===== src/logic/acd_pkg.sv =====
// acd_pkg: constants and types shared by the addressing mode decoder
// assumes: imported by scope only, by the decoder top, acd_classify and the bench
package acd_pkg;

  // ----------------------------------------------------------------
  // prefix bytes and opcode fields
  // ----------------------------------------------------------------
  localparam logic [7:0] Y_SELECT_PREFIX = 8'h90;
  localparam logic [7:0] Y_INDIRECT_PREFIX = 8'h91;
  localparam logic [7:0] INDIRECT_SELECT_PREFIX = 8'h92;
  // opcode high nibble: base addressing form
  localparam logic [3:0] BF_INH = 4'h0;
  localparam logic [3:0] BF_IMM = 4'h1;
  localparam logic [3:0] BF_DIR_S = 4'h2;
  localparam logic [3:0] BF_DIR_L = 4'h3;
  localparam logic [3:0] BF_IDX_0 = 4'h4;
  localparam logic [3:0] BF_IDX_S = 4'h5;
  localparam logic [3:0] BF_IDX_L = 4'h6;
  localparam logic [3:0] BF_REL = 4'h7;
  localparam logic [3:0] BF_BIT = 4'h8;
  localparam logic [3:0] BF_BREL = 4'hA;
  // opcode low nibble: operations at or above this are short-only
  localparam logic [3:0] OP_SHORT_ONLY_MIN = 4'hA;
  // inherent operations with side effects
  localparam logic [3:0] INH_MASK = 4'h1;
  localparam logic [3:0] INH_UNMASK = 4'h2;
  localparam logic [3:0] INH_SET_CARRY = 4'h3;
  localparam logic [3:0] INH_CLR_CARRY = 4'h4;
  localparam logic [3:0] INH_WAIT = 4'h5;
  // interrupt mask levels
  localparam logic [1:0] IMASK_HIGHEST = 2'h3;
  localparam logic [1:0] IMASK_LOWEST = 2'h0;
  localparam logic [1:0] IMASK_RESET = 2'h3;
  // top of the extended page-zero range
  localparam logic [15:0] SHORT_IDX_TOP = 16'h01FE;

  // ----------------------------------------------------------------
  // types
  // ----------------------------------------------------------------
  typedef enum logic [1:0] {PFX_NONE = 2'h0, PFX_Y = 2'h1, PFX_IND = 2'h2,
                            PFX_YIND = 2'h3} acd_pfx_t;
  typedef enum logic [4:0] {
    M_INH = 5'h00, M_IMM = 5'h01, M_DIR_S = 5'h02, M_DIR_L = 5'h03,
    M_IDX_0 = 5'h04, M_IDX_S = 5'h05, M_IDX_L = 5'h06, M_IND_S = 5'h07,
    M_IND_L = 5'h08, M_INDX_S = 5'h09, M_INDX_L = 5'h0A, M_REL_D = 5'h0B,
    M_REL_I = 5'h0C, M_BIT_D = 5'h0D, M_BIT_I = 5'h0E, M_BREL_D = 5'h0F,
    M_BREL_I = 5'h10} acd_mode_t;
  typedef enum logic [3:0] {ST_OPC = 4'h1, ST_OPND = 4'h2, ST_PTR = 4'h4,
                            ST_CALC = 4'h8} acd_state_t;
  typedef struct packed {
    acd_mode_t mode;
    logic use_y;
    logic [1:0] opnd_bytes;
    logic [1:0] ptr_bytes;
    logic disp_in_stream;
    logic indexed;
    logic illegal;
    logic [3:0] op;
  } acd_dec_t;
  typedef struct packed {
    acd_mode_t mode;
    logic [3:0] op;
    logic use_y;
    logic [1:0] opnd_bytes;
    logic [2:0] instr_len;
    logic [15:0] ea;
    logic [15:0] target;
  } acd_res_t;
  typedef struct packed {
    logic mask_set;
    logic mask_clr;
    logic carry_set;
    logic carry_clr;
    logic wait_req;
  } acd_cc_t;

  // long forms, which the short-only operations may not use
  function automatic logic is_long(input acd_mode_t m);
    is_long = (m == M_DIR_L) || (m == M_IDX_L) || (m == M_IND_L) || (m == M_INDX_L);
  endfunction : is_long

endpackage : acd_pkg


===== src/logic/acd_classify.sv =====
// acd_classify: opcode plus prefix to addressing form, byte counts, legality
// assumes: the prefix seen ahead of the opcode is given, PFX_NONE if none
`timescale 1ns/100ps
module acd_classify
(
  // opcode and prefix
  input logic [7:0] opcode,
  input acd_pkg::acd_pfx_t pfx,
  // decoded form
  output acd_pkg::acd_dec_t dec
);

  // ----------------------------------------------------------------
  // decode
  // ----------------------------------------------------------------
  function automatic acd_pkg::acd_dec_t classify(input logic [7:0] opc,
                                                 input acd_pkg::acd_pfx_t p);
    acd_pkg::acd_dec_t d;
    logic ind;
    logic ind_x;
    logic ysel;
    d = '0;
    ind = (p == acd_pkg::PFX_IND);
    ind_x = ind || (p == acd_pkg::PFX_YIND);
    ysel = (p == acd_pkg::PFX_Y);
    d.op = opc[3:0];
    d.mode = acd_pkg::M_INH;
    case (opc[7:4])
      acd_pkg::BF_INH:
        d.use_y = ysel;
      acd_pkg::BF_IMM:
      begin
        d.mode = acd_pkg::M_IMM;
        d.use_y = ysel;
        d.opnd_bytes = 2'h1;
        d.illegal = (opc[3:0] >= acd_pkg::OP_SHORT_ONLY_MIN);
      end
      acd_pkg::BF_DIR_S:
      begin
        d.mode = ind ? acd_pkg::M_IND_S : acd_pkg::M_DIR_S;
        d.use_y = ysel;
        d.opnd_bytes = 2'h1;
        d.ptr_bytes = {1'b0, ind};
      end
      acd_pkg::BF_DIR_L:
      begin
        d.mode = ind ? acd_pkg::M_IND_L : acd_pkg::M_DIR_L;
        d.use_y = ysel;
        d.opnd_bytes = ind ? 2'h1 : 2'h2;
        d.ptr_bytes = ind ? 2'h2 : 2'h0;
      end
      acd_pkg::BF_IDX_0:
      begin
        d.mode = acd_pkg::M_IDX_0;
        d.use_y = ysel;
        d.indexed = 1'b1;
      end
      acd_pkg::BF_IDX_S:
      begin
        d.mode = ind_x ? acd_pkg::M_INDX_S : acd_pkg::M_IDX_S;
        d.use_y = ysel || (p == acd_pkg::PFX_YIND);
        d.indexed = 1'b1;
        d.opnd_bytes = 2'h1;
        d.ptr_bytes = {1'b0, ind_x};
      end
      acd_pkg::BF_IDX_L:
      begin
        d.mode = ind_x ? acd_pkg::M_INDX_L : acd_pkg::M_IDX_L;
        d.use_y = ysel || (p == acd_pkg::PFX_YIND);
        d.indexed = 1'b1;
        d.opnd_bytes = ind_x ? 2'h1 : 2'h2;
        d.ptr_bytes = ind_x ? 2'h2 : 2'h0;
      end
      acd_pkg::BF_REL:
      begin
        d.mode = ind ? acd_pkg::M_REL_I : acd_pkg::M_REL_D;
        d.opnd_bytes = 2'h1;
        d.ptr_bytes = {1'b0, ind};
        d.disp_in_stream = !ind;
      end
      acd_pkg::BF_BIT:
      begin
        d.mode = ind ? acd_pkg::M_BIT_I : acd_pkg::M_BIT_D;
        d.opnd_bytes = 2'h1;
        d.ptr_bytes = {1'b0, ind};
      end
      acd_pkg::BF_BREL:
      begin
        d.mode = ind ? acd_pkg::M_BREL_I : acd_pkg::M_BREL_D;
        d.opnd_bytes = 2'h2;
        d.ptr_bytes = {1'b0, ind};
        d.disp_in_stream = 1'b1;
      end
      default:
        d.illegal = 1'b1;
    endcase
    // short-only operations have no long form
    if (acd_pkg::is_long(d.mode) && (opc[3:0] >= acd_pkg::OP_SHORT_ONLY_MIN))
      d.illegal = 1'b1;
    classify = d;
  endfunction : classify

  assign dec = classify(opcode, pfx);

endmodule : acd_classify


===== src/logic/acd_ea_calc.sv =====
// acd_ea_calc: operand address and relative jump target arithmetic
// assumes: all inputs are stable registers of the decoder's clock domain
`timescale 1ns/100ps
module acd_ea_calc
(
  // operand sources
  input logic indexed,
  input logic [7:0] idx,
  input logic [15:0] base,
  input logic [15:0] pc,
  input logic [7:0] disp,
  // results
  output logic [15:0] ea,
  output logic [15:0] target
);

  // ----------------------------------------------------------------
  // arithmetic
  // ----------------------------------------------------------------
  // index is widened, never truncated, so short forms reach 01FE
  function automatic logic [15:0] zext_sum(input logic [15:0] a, input logic [7:0] b);
    zext_sum = a + {8'h00, b};
  endfunction : zext_sum

  // index plus offset or pointer, unsigned at address width
  assign ea = indexed ? zext_sum(base, idx) : base;
  // displacement sign-extended, pc already past the instruction
  assign target = pc + {{8{disp[7]}}, disp};

endmodule : acd_ea_calc


===== src/logic/acd_decoder.sv =====
// acd_decoder: addressing mode decoder and effective address sequencer
// assumes: fetch bytes, index registers and pc come from core logic on clk_sys;
// pointer bytes are read through a simple request/valid memory port
//
// Function
// - inherent forms are one opcode byte, no operand bytes follow
// - immediate forms carry one literal byte, only for load/compare/logic/arith
// - short direct takes one address byte, reaching page zero only
// - long direct takes a two-byte address reaching the full space
// - indexed address is unsigned sum of X or Y and the offset
// - no-offset indexed uses the index alone, no byte after opcode
// - no-offset indexed costs no byte with X, one prefix byte with Y
// - short indexed adds one offset byte untruncated, reaching 01FE
// - long indexed adds a two-byte offset reaching the full space
// - short indirect reads a one-byte pointer from page zero
// - long indirect forms read a two-byte pointer from page zero
// - indirect indexed adds X or Y to the pointer read from memory
// - short indirect indexed adds index to byte pointer, reaching 01FE
// - relative target is pc of next instruction plus signed displacement
// - read-modify-write operations accept short forms only
// - short-only group uses direct, indexed, indirect, indirect indexed short
// - load, compare, logic and arithmetic accept short and long forms
// - mask ops set mask highest or lowest; carry ops set or clear
// - the Y prefix swaps X for Y in X-based forms
// - the indirect prefix turns direct and offset X-indexed forms indirect
`timescale 1ns/100ps
module acd_decoder
(
  // clock and reset
  input logic clk_sys,
  input logic reset_n,
  // instruction byte stream
  input logic fetch_valid,
  input logic [7:0] fetch_byte,
  output logic fetch_ready,
  // pointer reads from memory
  output logic rd_req,
  output logic [15:0] rd_addr,
  input logic [7:0] rd_data,
  input logic rd_valid,
  // core state
  input logic [7:0] x_index,
  input logic [7:0] y_index,
  input logic [15:0] pc_next,
  // decoded results
  output logic done,
  output logic illegal,
  output acd_pkg::acd_res_t res,
  output acd_pkg::acd_cc_t cc,
  output logic [1:0] imask_level
);

  // ----------------------------------------------------------------
  // state
  // ----------------------------------------------------------------
  acd_pkg::acd_state_t state_reg, state_next;
  acd_pkg::acd_pfx_t pfx_reg, pfx_next;
  acd_pkg::acd_dec_t dec_reg, dec_next;
  logic [1:0] left_reg, left_next;
  logic [1:0] ptr_left_reg, ptr_left_next;
  logic [15:0] addr_reg, addr_next;
  logic [7:0] disp_reg, disp_next;
  logic fetch_ready_reg, fetch_ready_next;
  logic rd_req_reg, rd_req_next;
  logic [15:0] rd_addr_reg, rd_addr_next;
  logic done_reg, done_next;
  logic illegal_reg, illegal_next;
  acd_pkg::acd_res_t res_reg, res_next;
  acd_pkg::acd_cc_t cc_reg, cc_next;
  logic [1:0] imask_reg, imask_next;
  acd_pkg::acd_dec_t dec_now;
  logic [15:0] ea_now;
  logic [15:0] tgt_now;
  logic [7:0] idx_sel;
  logic take;

  // ----------------------------------------------------------------
  // prefix helpers
  // ----------------------------------------------------------------
  function automatic logic is_prefix(input logic [7:0] b);
    is_prefix = (b == acd_pkg::Y_SELECT_PREFIX) || (b == acd_pkg::Y_INDIRECT_PREFIX) ||
                (b == acd_pkg::INDIRECT_SELECT_PREFIX);
  endfunction : is_prefix

  function automatic acd_pkg::acd_pfx_t to_pfx(input logic [7:0] b);
    case (b)
      acd_pkg::Y_SELECT_PREFIX: to_pfx = acd_pkg::PFX_Y;
      acd_pkg::Y_INDIRECT_PREFIX: to_pfx = acd_pkg::PFX_YIND;
      acd_pkg::INDIRECT_SELECT_PREFIX: to_pfx = acd_pkg::PFX_IND;
      default: to_pfx = acd_pkg::PFX_NONE;
    endcase
  endfunction : to_pfx

  // ----------------------------------------------------------------
  // helpers
  // ----------------------------------------------------------------
  // the opcode is classified as it arrives, against the stored prefix
  acd_classify u_classify
  (
    .opcode(fetch_byte),
    .pfx(pfx_reg),
    .dec(dec_now)
  );

  // index chosen by the decoded form, sampled only in the calc cycle
  assign idx_sel = dec_reg.use_y ? y_index : x_index;

  acd_ea_calc u_ea_calc
  (
    .indexed(dec_reg.indexed),
    .idx(idx_sel),
    .base(addr_reg),
    .pc(pc_next),
    .disp(disp_reg),
    .ea(ea_now),
    .target(tgt_now)
  );

  assign take = fetch_valid && fetch_ready_reg;

  // ----------------------------------------------------------------
  // sequencer
  // ----------------------------------------------------------------
  // next values of the whole decode sequence
  always_comb
  begin
    state_next = state_reg;
    pfx_next = pfx_reg;
    dec_next = dec_reg;
    left_next = left_reg;
    ptr_left_next = ptr_left_reg;
    addr_next = addr_reg;
    disp_next = disp_reg;
    rd_req_next = rd_req_reg;
    rd_addr_next = rd_addr_reg;
    res_next = res_reg;
    imask_next = imask_reg;
    done_next = 1'b0;
    illegal_next = 1'b0;
    cc_next = '0;
    unique case (state_reg)
      acd_pkg::ST_OPC:
      begin
        if (take)
        begin
          if (is_prefix(fetch_byte) && (pfx_reg == acd_pkg::PFX_NONE))
            pfx_next = to_pfx(fetch_byte);
          else if (dec_now.illegal || is_prefix(fetch_byte))
          begin
            // undefined code or second prefix: flagged, sequence dropped
            illegal_next = 1'b1;
            pfx_next = acd_pkg::PFX_NONE;
          end
          else
          begin
            dec_next = dec_now;
            left_next = dec_now.opnd_bytes;
            ptr_left_next = dec_now.ptr_bytes;
            addr_next = '0;
            disp_next = '0;
            // inherent and no-offset forms go straight to calc
            if (dec_now.opnd_bytes == 2'h0)
              state_next = acd_pkg::ST_CALC;
            else
              state_next = acd_pkg::ST_OPND;
          end
        end
      end
      acd_pkg::ST_OPND:
      begin
        if (take)
        begin
          left_next = left_reg - 2'h1;
          // a displacement is always the last byte of its instruction
          if ((left_reg == 2'h1) && dec_reg.disp_in_stream)
            disp_next = fetch_byte;
          else
            addr_next = {addr_reg[7:0], fetch_byte};
          if (left_reg == 2'h1)
          begin
            if (dec_reg.ptr_bytes != 2'h0)
            begin
              // pointers live in page zero; high byte read first
              state_next = acd_pkg::ST_PTR;
              rd_req_next = 1'b1;
              rd_addr_next = {8'h00, addr_next[7:0]};
              addr_next = '0;
            end
            else
              state_next = acd_pkg::ST_CALC;
          end
        end
      end
      acd_pkg::ST_PTR:
      begin
        if (rd_valid)
        begin
          ptr_left_next = ptr_left_reg - 2'h1;
          if (dec_reg.mode == acd_pkg::M_REL_I)
            disp_next = rd_data;
          else
            addr_next = {addr_reg[7:0], rd_data};
          if (ptr_left_reg == 2'h1)
          begin
            rd_req_next = 1'b0;
            state_next = acd_pkg::ST_CALC;
          end
          else
            rd_addr_next = rd_addr_reg + 16'h0001;
        end
      end
      acd_pkg::ST_CALC:
      begin
        res_next.mode = dec_reg.mode;
        res_next.op = dec_reg.op;
        res_next.use_y = dec_reg.use_y;
        res_next.opnd_bytes = dec_reg.opnd_bytes;
        res_next.instr_len = {2'b00, pfx_reg != acd_pkg::PFX_NONE} + 3'h1 +
                             {1'b0, dec_reg.opnd_bytes};
        res_next.ea = ea_now;
        res_next.target = tgt_now;
        done_next = 1'b1;
        if (dec_reg.mode == acd_pkg::M_INH)
        begin
          case (dec_reg.op)
            acd_pkg::INH_MASK:
            begin
              cc_next.mask_set = 1'b1;
              imask_next = acd_pkg::IMASK_HIGHEST;
            end
            acd_pkg::INH_UNMASK:
            begin
              cc_next.mask_clr = 1'b1;
              imask_next = acd_pkg::IMASK_LOWEST;
            end
            acd_pkg::INH_SET_CARRY: cc_next.carry_set = 1'b1;
            acd_pkg::INH_CLR_CARRY: cc_next.carry_clr = 1'b1;
            acd_pkg::INH_WAIT: cc_next.wait_req = 1'b1;
            default: cc_next = '0;
          endcase
        end
        pfx_next = acd_pkg::PFX_NONE;
        state_next = acd_pkg::ST_OPC;
      end
    endcase
    // the stream is held off while pointers are read and the result formed
    fetch_ready_next = (state_next == acd_pkg::ST_OPC) || (state_next == acd_pkg::ST_OPND);
  end

  // registers only
  always_ff @(posedge clk_sys)
  begin
    if (!reset_n)
    begin
      state_reg <= acd_pkg::ST_OPC;
      pfx_reg <= acd_pkg::PFX_NONE;
      dec_reg <= '0;
      left_reg <= 2'h0;
      ptr_left_reg <= 2'h0;
      addr_reg <= 16'h0000;
      disp_reg <= 8'h00;
      fetch_ready_reg <= 1'b0;
      rd_req_reg <= 1'b0;
      rd_addr_reg <= 16'h0000;
      done_reg <= 1'b0;
      illegal_reg <= 1'b0;
      res_reg <= '0;
      cc_reg <= '0;
      imask_reg <= acd_pkg::IMASK_RESET;
    end
    else
    begin
      state_reg <= state_next;
      pfx_reg <= pfx_next;
      dec_reg <= dec_next;
      left_reg <= left_next;
      ptr_left_reg <= ptr_left_next;
      addr_reg <= addr_next;
      disp_reg <= disp_next;
      fetch_ready_reg <= fetch_ready_next;
      rd_req_reg <= rd_req_next;
      rd_addr_reg <= rd_addr_next;
      done_reg <= done_next;
      illegal_reg <= illegal_next;
      res_reg <= res_next;
      cc_reg <= cc_next;
      imask_reg <= imask_next;
    end
  end

  assign fetch_ready = fetch_ready_reg;
  assign rd_req = rd_req_reg;
  assign rd_addr = rd_addr_reg;
  assign done = done_reg;
  assign illegal = illegal_reg;
  assign res = res_reg;
  assign cc = cc_reg;
  assign imask_level = imask_reg;
endmodule : acd_decoder


===== config.mk =====
export PLATFORM = sky130hd
export DESIGN_NAME = acd_decoder
export DESIGN_NICKNAME = d
export VERILOG_FILES = /design/src/logic/acd_pkg.sv /design/src/logic/acd_classify.sv /design/src/logic/acd_ea_calc.sv /design/src/logic/acd_decoder.sv
export SDC_FILE = /design/constraint.sdc
export NUM_CORES = 1
export LEC_CHECK = 0
export BUFFER_PORTS_ARGS = -buffer_cell sky130_fd_sc_hd__buf_2
export CAP_MARGIN = 20
export CORE_MARGIN = 2
export CORE_UTILIZATION = 45
export CTS_CLUSTER_DIAMETER = 60
export DETAILED_ROUTE_END_ITERATION = 8
export PLACE_DENSITY_LB_ADDON = 0.2
export SLEW_MARGIN = 10
export SYNTH_ARGS = -nofsm -noshare
export SYNTH_HDL_FRONTEND = slang
export SYNTH_SLANG_ARGS = --single-unit
export TNS_END_PERCENT = 5

===== constraint.sdc =====
create_clock -name clk_sys -period 4.7 [get_ports clk_sys]
set_clock_uncertainty 0.1 [all_clocks]
set_input_delay 0.235 -clock clk_sys [delete_from_list [all_inputs] [get_ports clk_sys]]
set_output_delay 0.235 -clock clk_sys [all_outputs]
set_load 0.05 [all_outputs]

==> impl_results.rst <==
.. list-table::
   :header-rows: 1

   * - Metric
     - Value
   * - Clock-pin slew on the worst setup and hold paths
     - 0.05 ns
   * - Power per cell area
     - 317 mW/mm²
   * - Max-Cap Viols
     - 0
   * - Resize count post-CTS
     - 0
   * - TritonCTS Sinks
     - 123
   * - DP Wirelength
     - 13.0 mm
   * - Post-Syn Area
     - 0.00673 mm²
   * - Register bit count reported by yosys
     - 123
   * - Portion of the clock cycle consumed by the worst path in the final layout
     - 0.637
   * - CTS HTree Levels
     - 4
   * - Flip-flop count of the largest register, all copies and words added
     - 47
   * - First-pass iteration count of the detailed router
     - 5
   * - Number of nets still failing antenna checks after routing
     - 0
   * - Share of the core filled with cells in the final layout
     - 0.546
   * - Outcome
     - completed
   * - PortBufs
     - 125
   * - Worst-case register-to-register setup slack
     - 1.71 ns
   * - Worst setup SP type
     - flop
   * - Die boundary width
     - 126 µm
   * - Synthesized netlist net count
     - 926
   * - Total core area
     - 0.0146 mm²
   * - Number of nets at the end of the flow
     - 1025
   * - Setup TNS
     - 0 ns
   * - GR Util All Layers
     - 0.229
   * - Routed WL per cell
     - 16.1 µm
   * - Insertion delay to the later sink of the worst-skew pair
     - 0.42 ns
   * - Ratio of routed vias to standard cells
     - 5.64
   * - Maximum operating frequency
     - 0.334 GHz
   * - Highest net fanout along the worst path
     - 10
   * - Final routed DRC violation total
     - 0
   * - Number of antenna violations at the first check in global routing
     - 0
   * - Detailed router's first-iteration violation count
     - 537
   * - Hold/Removal Path Class
     - input pin to flop
   * - Endpoints failing setup
     - 0
   * - Area added between synthesis and finish
     - 18.4%
   * - Fraction of registers with async set/reset
     - 0
   * - Vias in the first global route
     - 5722
   * - Largest buffer count on any clock path
     - 2
   * - Shortest clock period the worst path allows after layout
     - 2.99 ns
   * - Register area
     - 0.00246 mm²
   * - Clock buffer count from CTS
     - 17
   * - Number of buffers added for setup after CTS
     - 0
   * - Filler cell count in the final layout
     - 1375
   * - Synthesis warning total
     - 0
   * - Commonest non-fill, non-tap cells in the layout
     - sky130_fd_sc_hd__buf_2 (125), sky130_fd_sc_hd__dfxtp_1 (123), sky130_fd_sc_hd__nand2_1 (110), sky130_fd_sc_hd__nor2_1 (80), sky130_fd_sc_hd__a21oi_1 (74)
   * - Primary FF master, synth
     - sky130_fd_sc_hd__dfxtp_1
   * - Ratio of cells with drive above 1 in the final layout
     - 0.193
   * - Number of diodes
     - 0
   * - Library cells used by synthesis
     - 65
   * - Portion of the post-synthesis area used by sequential elements
     - 0.366
   * - Standard-cell rows
     - 44
   * - CTS tree
     - built
   * - Synthesized area divided by synthesized cell count
     - 7.97 µm²
   * - Transition time at the pin with the least slew margin
     - 0.993 ns
   * - Final Hold Violating Endpoints
     - 0
   * - Total length of routed wires
     - 18.3 mm
   * - Count of flip-flops with a built-in enable after synthesis
     - 0
   * - Final count of pins violating max slew
     - 0
   * - Congestion Overflow GR
     - 0
   * - Total number of vias
     - 6423
   * - Number of hold buffers added after CTS
     - 0
   * - Global placer's final weighted congestion
     - 0.873
   * - CTS Root Cell
     - sky130_fd_sc_hd__clkbuf_16
   * - Setup Crit Path Kind
     - flop to flop
   * - Critical path endpoint category
     - flop
   * - Leakage power summed over all cells
     - 3.43 nW
   * - Power, Total
     - 2.52 mW
   * - Most common cell after layout, fill and taps aside
     - sky130_fd_sc_hd__buf_2
   * - Max transition margin
     - 0.338
   * - Number of ports placed on the die boundary
     - 126
   * - Initial Utilization
     - 0.461
   * - Chip height
     - 126 µm
   * - Die Outline Area
     - 0.0159 mm²
   * - Post-synthesis instance total
     - 844
   * - Multi-input gate area in the final layout
     - 0.00398 mm²
   * - Largest net degree at the start of global routing
     - 43
   * - Critical path data arrival time
     - 3.20 ns
   * - Required time at the worst-slack endpoint
     - 4.91 ns
   * - First-pass GRT wire length
     - 29.2 mm
   * - RSZ-0062 raised after global routing
     - false
   * - VDD IR-drop max
     - 0.251 mV
worst paths after layout:
check,start,to,depth (start not counted)
max reg2reg,dec_reg[11],res[31],10
min reg2reg,res[38],res[38],2
max,dec_reg[11],res[31],10
min,fetch_byte[3],dec_reg[3],3
per-stage QoR:
| stage | area (µm²) | hold slack [ns] | worst slack (ns) | cells |
|---|---|---|---|---|
| 2_1_floorplan | 6730 | 0.271 | 1.98 | 844 |
| 3_3_place_gp | 7440 | 0.340 | 1.82 | 1108 |
| 3_5_place_dp | 7440 | 0.344 | 1.70 | 1108 |
| 4_1_cts | 7970 | 0.0277 | 1.70 | 1138 |
| 5_1_grt | 7970 | 0.0346 | 1.40 | 1138 |
| 6_report | 7970 | 0.0449 | 1.71 | 1138 |
metal layers:
| layer | GRT usage | wire length (µm) |
|---|---|---|
| met3 | 0.0518 | 1030 |
| met1 | 0.323 | 8930 |
| met5 | 0 | 0 |
| met4 | 0.0763 | 316 |
| met2 | 0.346 | 8060 |
kinds of logic (layout without fill, tap and decap cells):
logic type,Yosys count,after routing,share of synthesized area
AOI/OAI and AO/OA,245,245,0.228
xor gates and xnor gates,23,23,0.0299
adders and majority gates,31,31,0.0595
buffers and inverters,76,186,0.0446
DFF,123,123,0.366
muxes,30,30,0.0459
and+or+nand+nor,316,316,0.226
critical path, stage by stage (launching register included):
cell and delay (ns):
sky130_fd_sc_hd__dfxtp_1 0.57, sky130_fd_sc_hd__mux2i_1 0.35, sky130_fd_sc_hd__inv_1 0.08, sky130_fd_sc_hd__ha_1 0.27
sky130_fd_sc_hd__a21o_1 0.17, sky130_fd_sc_hd__a21oi_1 0.20, sky130_fd_sc_hd__o21a_1 0.15, sky130_fd_sc_hd__o21ai_0 0.14
sky130_fd_sc_hd__a41oi_1 0.54, sky130_fd_sc_hd__mux2i_1 0.24, sky130_fd_sc_hd__nand2_1 0.06
where the power goes:
part	internal [mW]	switching, mW
Combinational	0.0925	0.158
Clock	0.727	0.464
Sequential	1.06	0.0191
area by class of cell:
cell class	instances	area share
clock buffers	21	0.0566
repair buffers	133	0.0861
clock inverters	9	0.00943
inverters	23	0.0108
multi-input cells	645	0.499
well taps	184	0.0289
flip-flops and latches	123	0.309
Yosys cell counts, types with 4 or more instances:
cell,count,area share
sky130_fd_sc_hd__nor3_1,26,0.019
sky130_fd_sc_hd__and3_1,15,0.014
sky130_fd_sc_hd__buf_2,6,0.0045
sky130_fd_sc_hd__mux2i_1,23,0.034
sky130_fd_sc_hd__o211ai_1,6,0.0067
sky130_fd_sc_hd__nand3b_1,4,0.0045
sky130_fd_sc_hd__a31oi_1,12,0.011
sky130_fd_sc_hd__nor2b_1,9,0.0084
sky130_fd_sc_hd__or3_1,8,0.0074
sky130_fd_sc_hd__a22oi_1,5,0.0056
sky130_fd_sc_hd__clkbuf_1,41,0.023
sky130_fd_sc_hd__or2_2,5,0.0046
sky130_fd_sc_hd__dfxtp_1,123,0.37
sky130_fd_sc_hd__a211oi_1,24,0.027
sky130_fd_sc_hd__ha_1,28,0.052
sky130_fd_sc_hd__nand2_1,110,0.061
sky130_fd_sc_hd__o22ai_1,4,0.0037
sky130_fd_sc_hd__a22o_1,11,0.014
sky130_fd_sc_hd__and2_1,6,0.0056
sky130_fd_sc_hd__o21a_1,9,0.010
sky130_fd_sc_hd__a21o_1,8,0.0089
sky130_fd_sc_hd__buf_1,4,0.0022
sky130_fd_sc_hd__o21ai_0,62,0.046
sky130_fd_sc_hd__a221oi_1,7,0.0091
sky130_fd_sc_hd__nor2_1,80,0.045
sky130_fd_sc_hd__xor2_1,10,0.013
sky130_fd_sc_hd__mux2_2,7,0.012
sky130_fd_sc_hd__inv_1,22,0.012
sky130_fd_sc_hd__xnor2_1,13,0.017
sky130_fd_sc_hd__a21oi_1,74,0.055
sky130_fd_sc_hd__nand3_1,27,0.020
sky130_fd_sc_hd__nand2b_1,4,0.0037
Note: power is estimated with default switching activity, not from simulation.
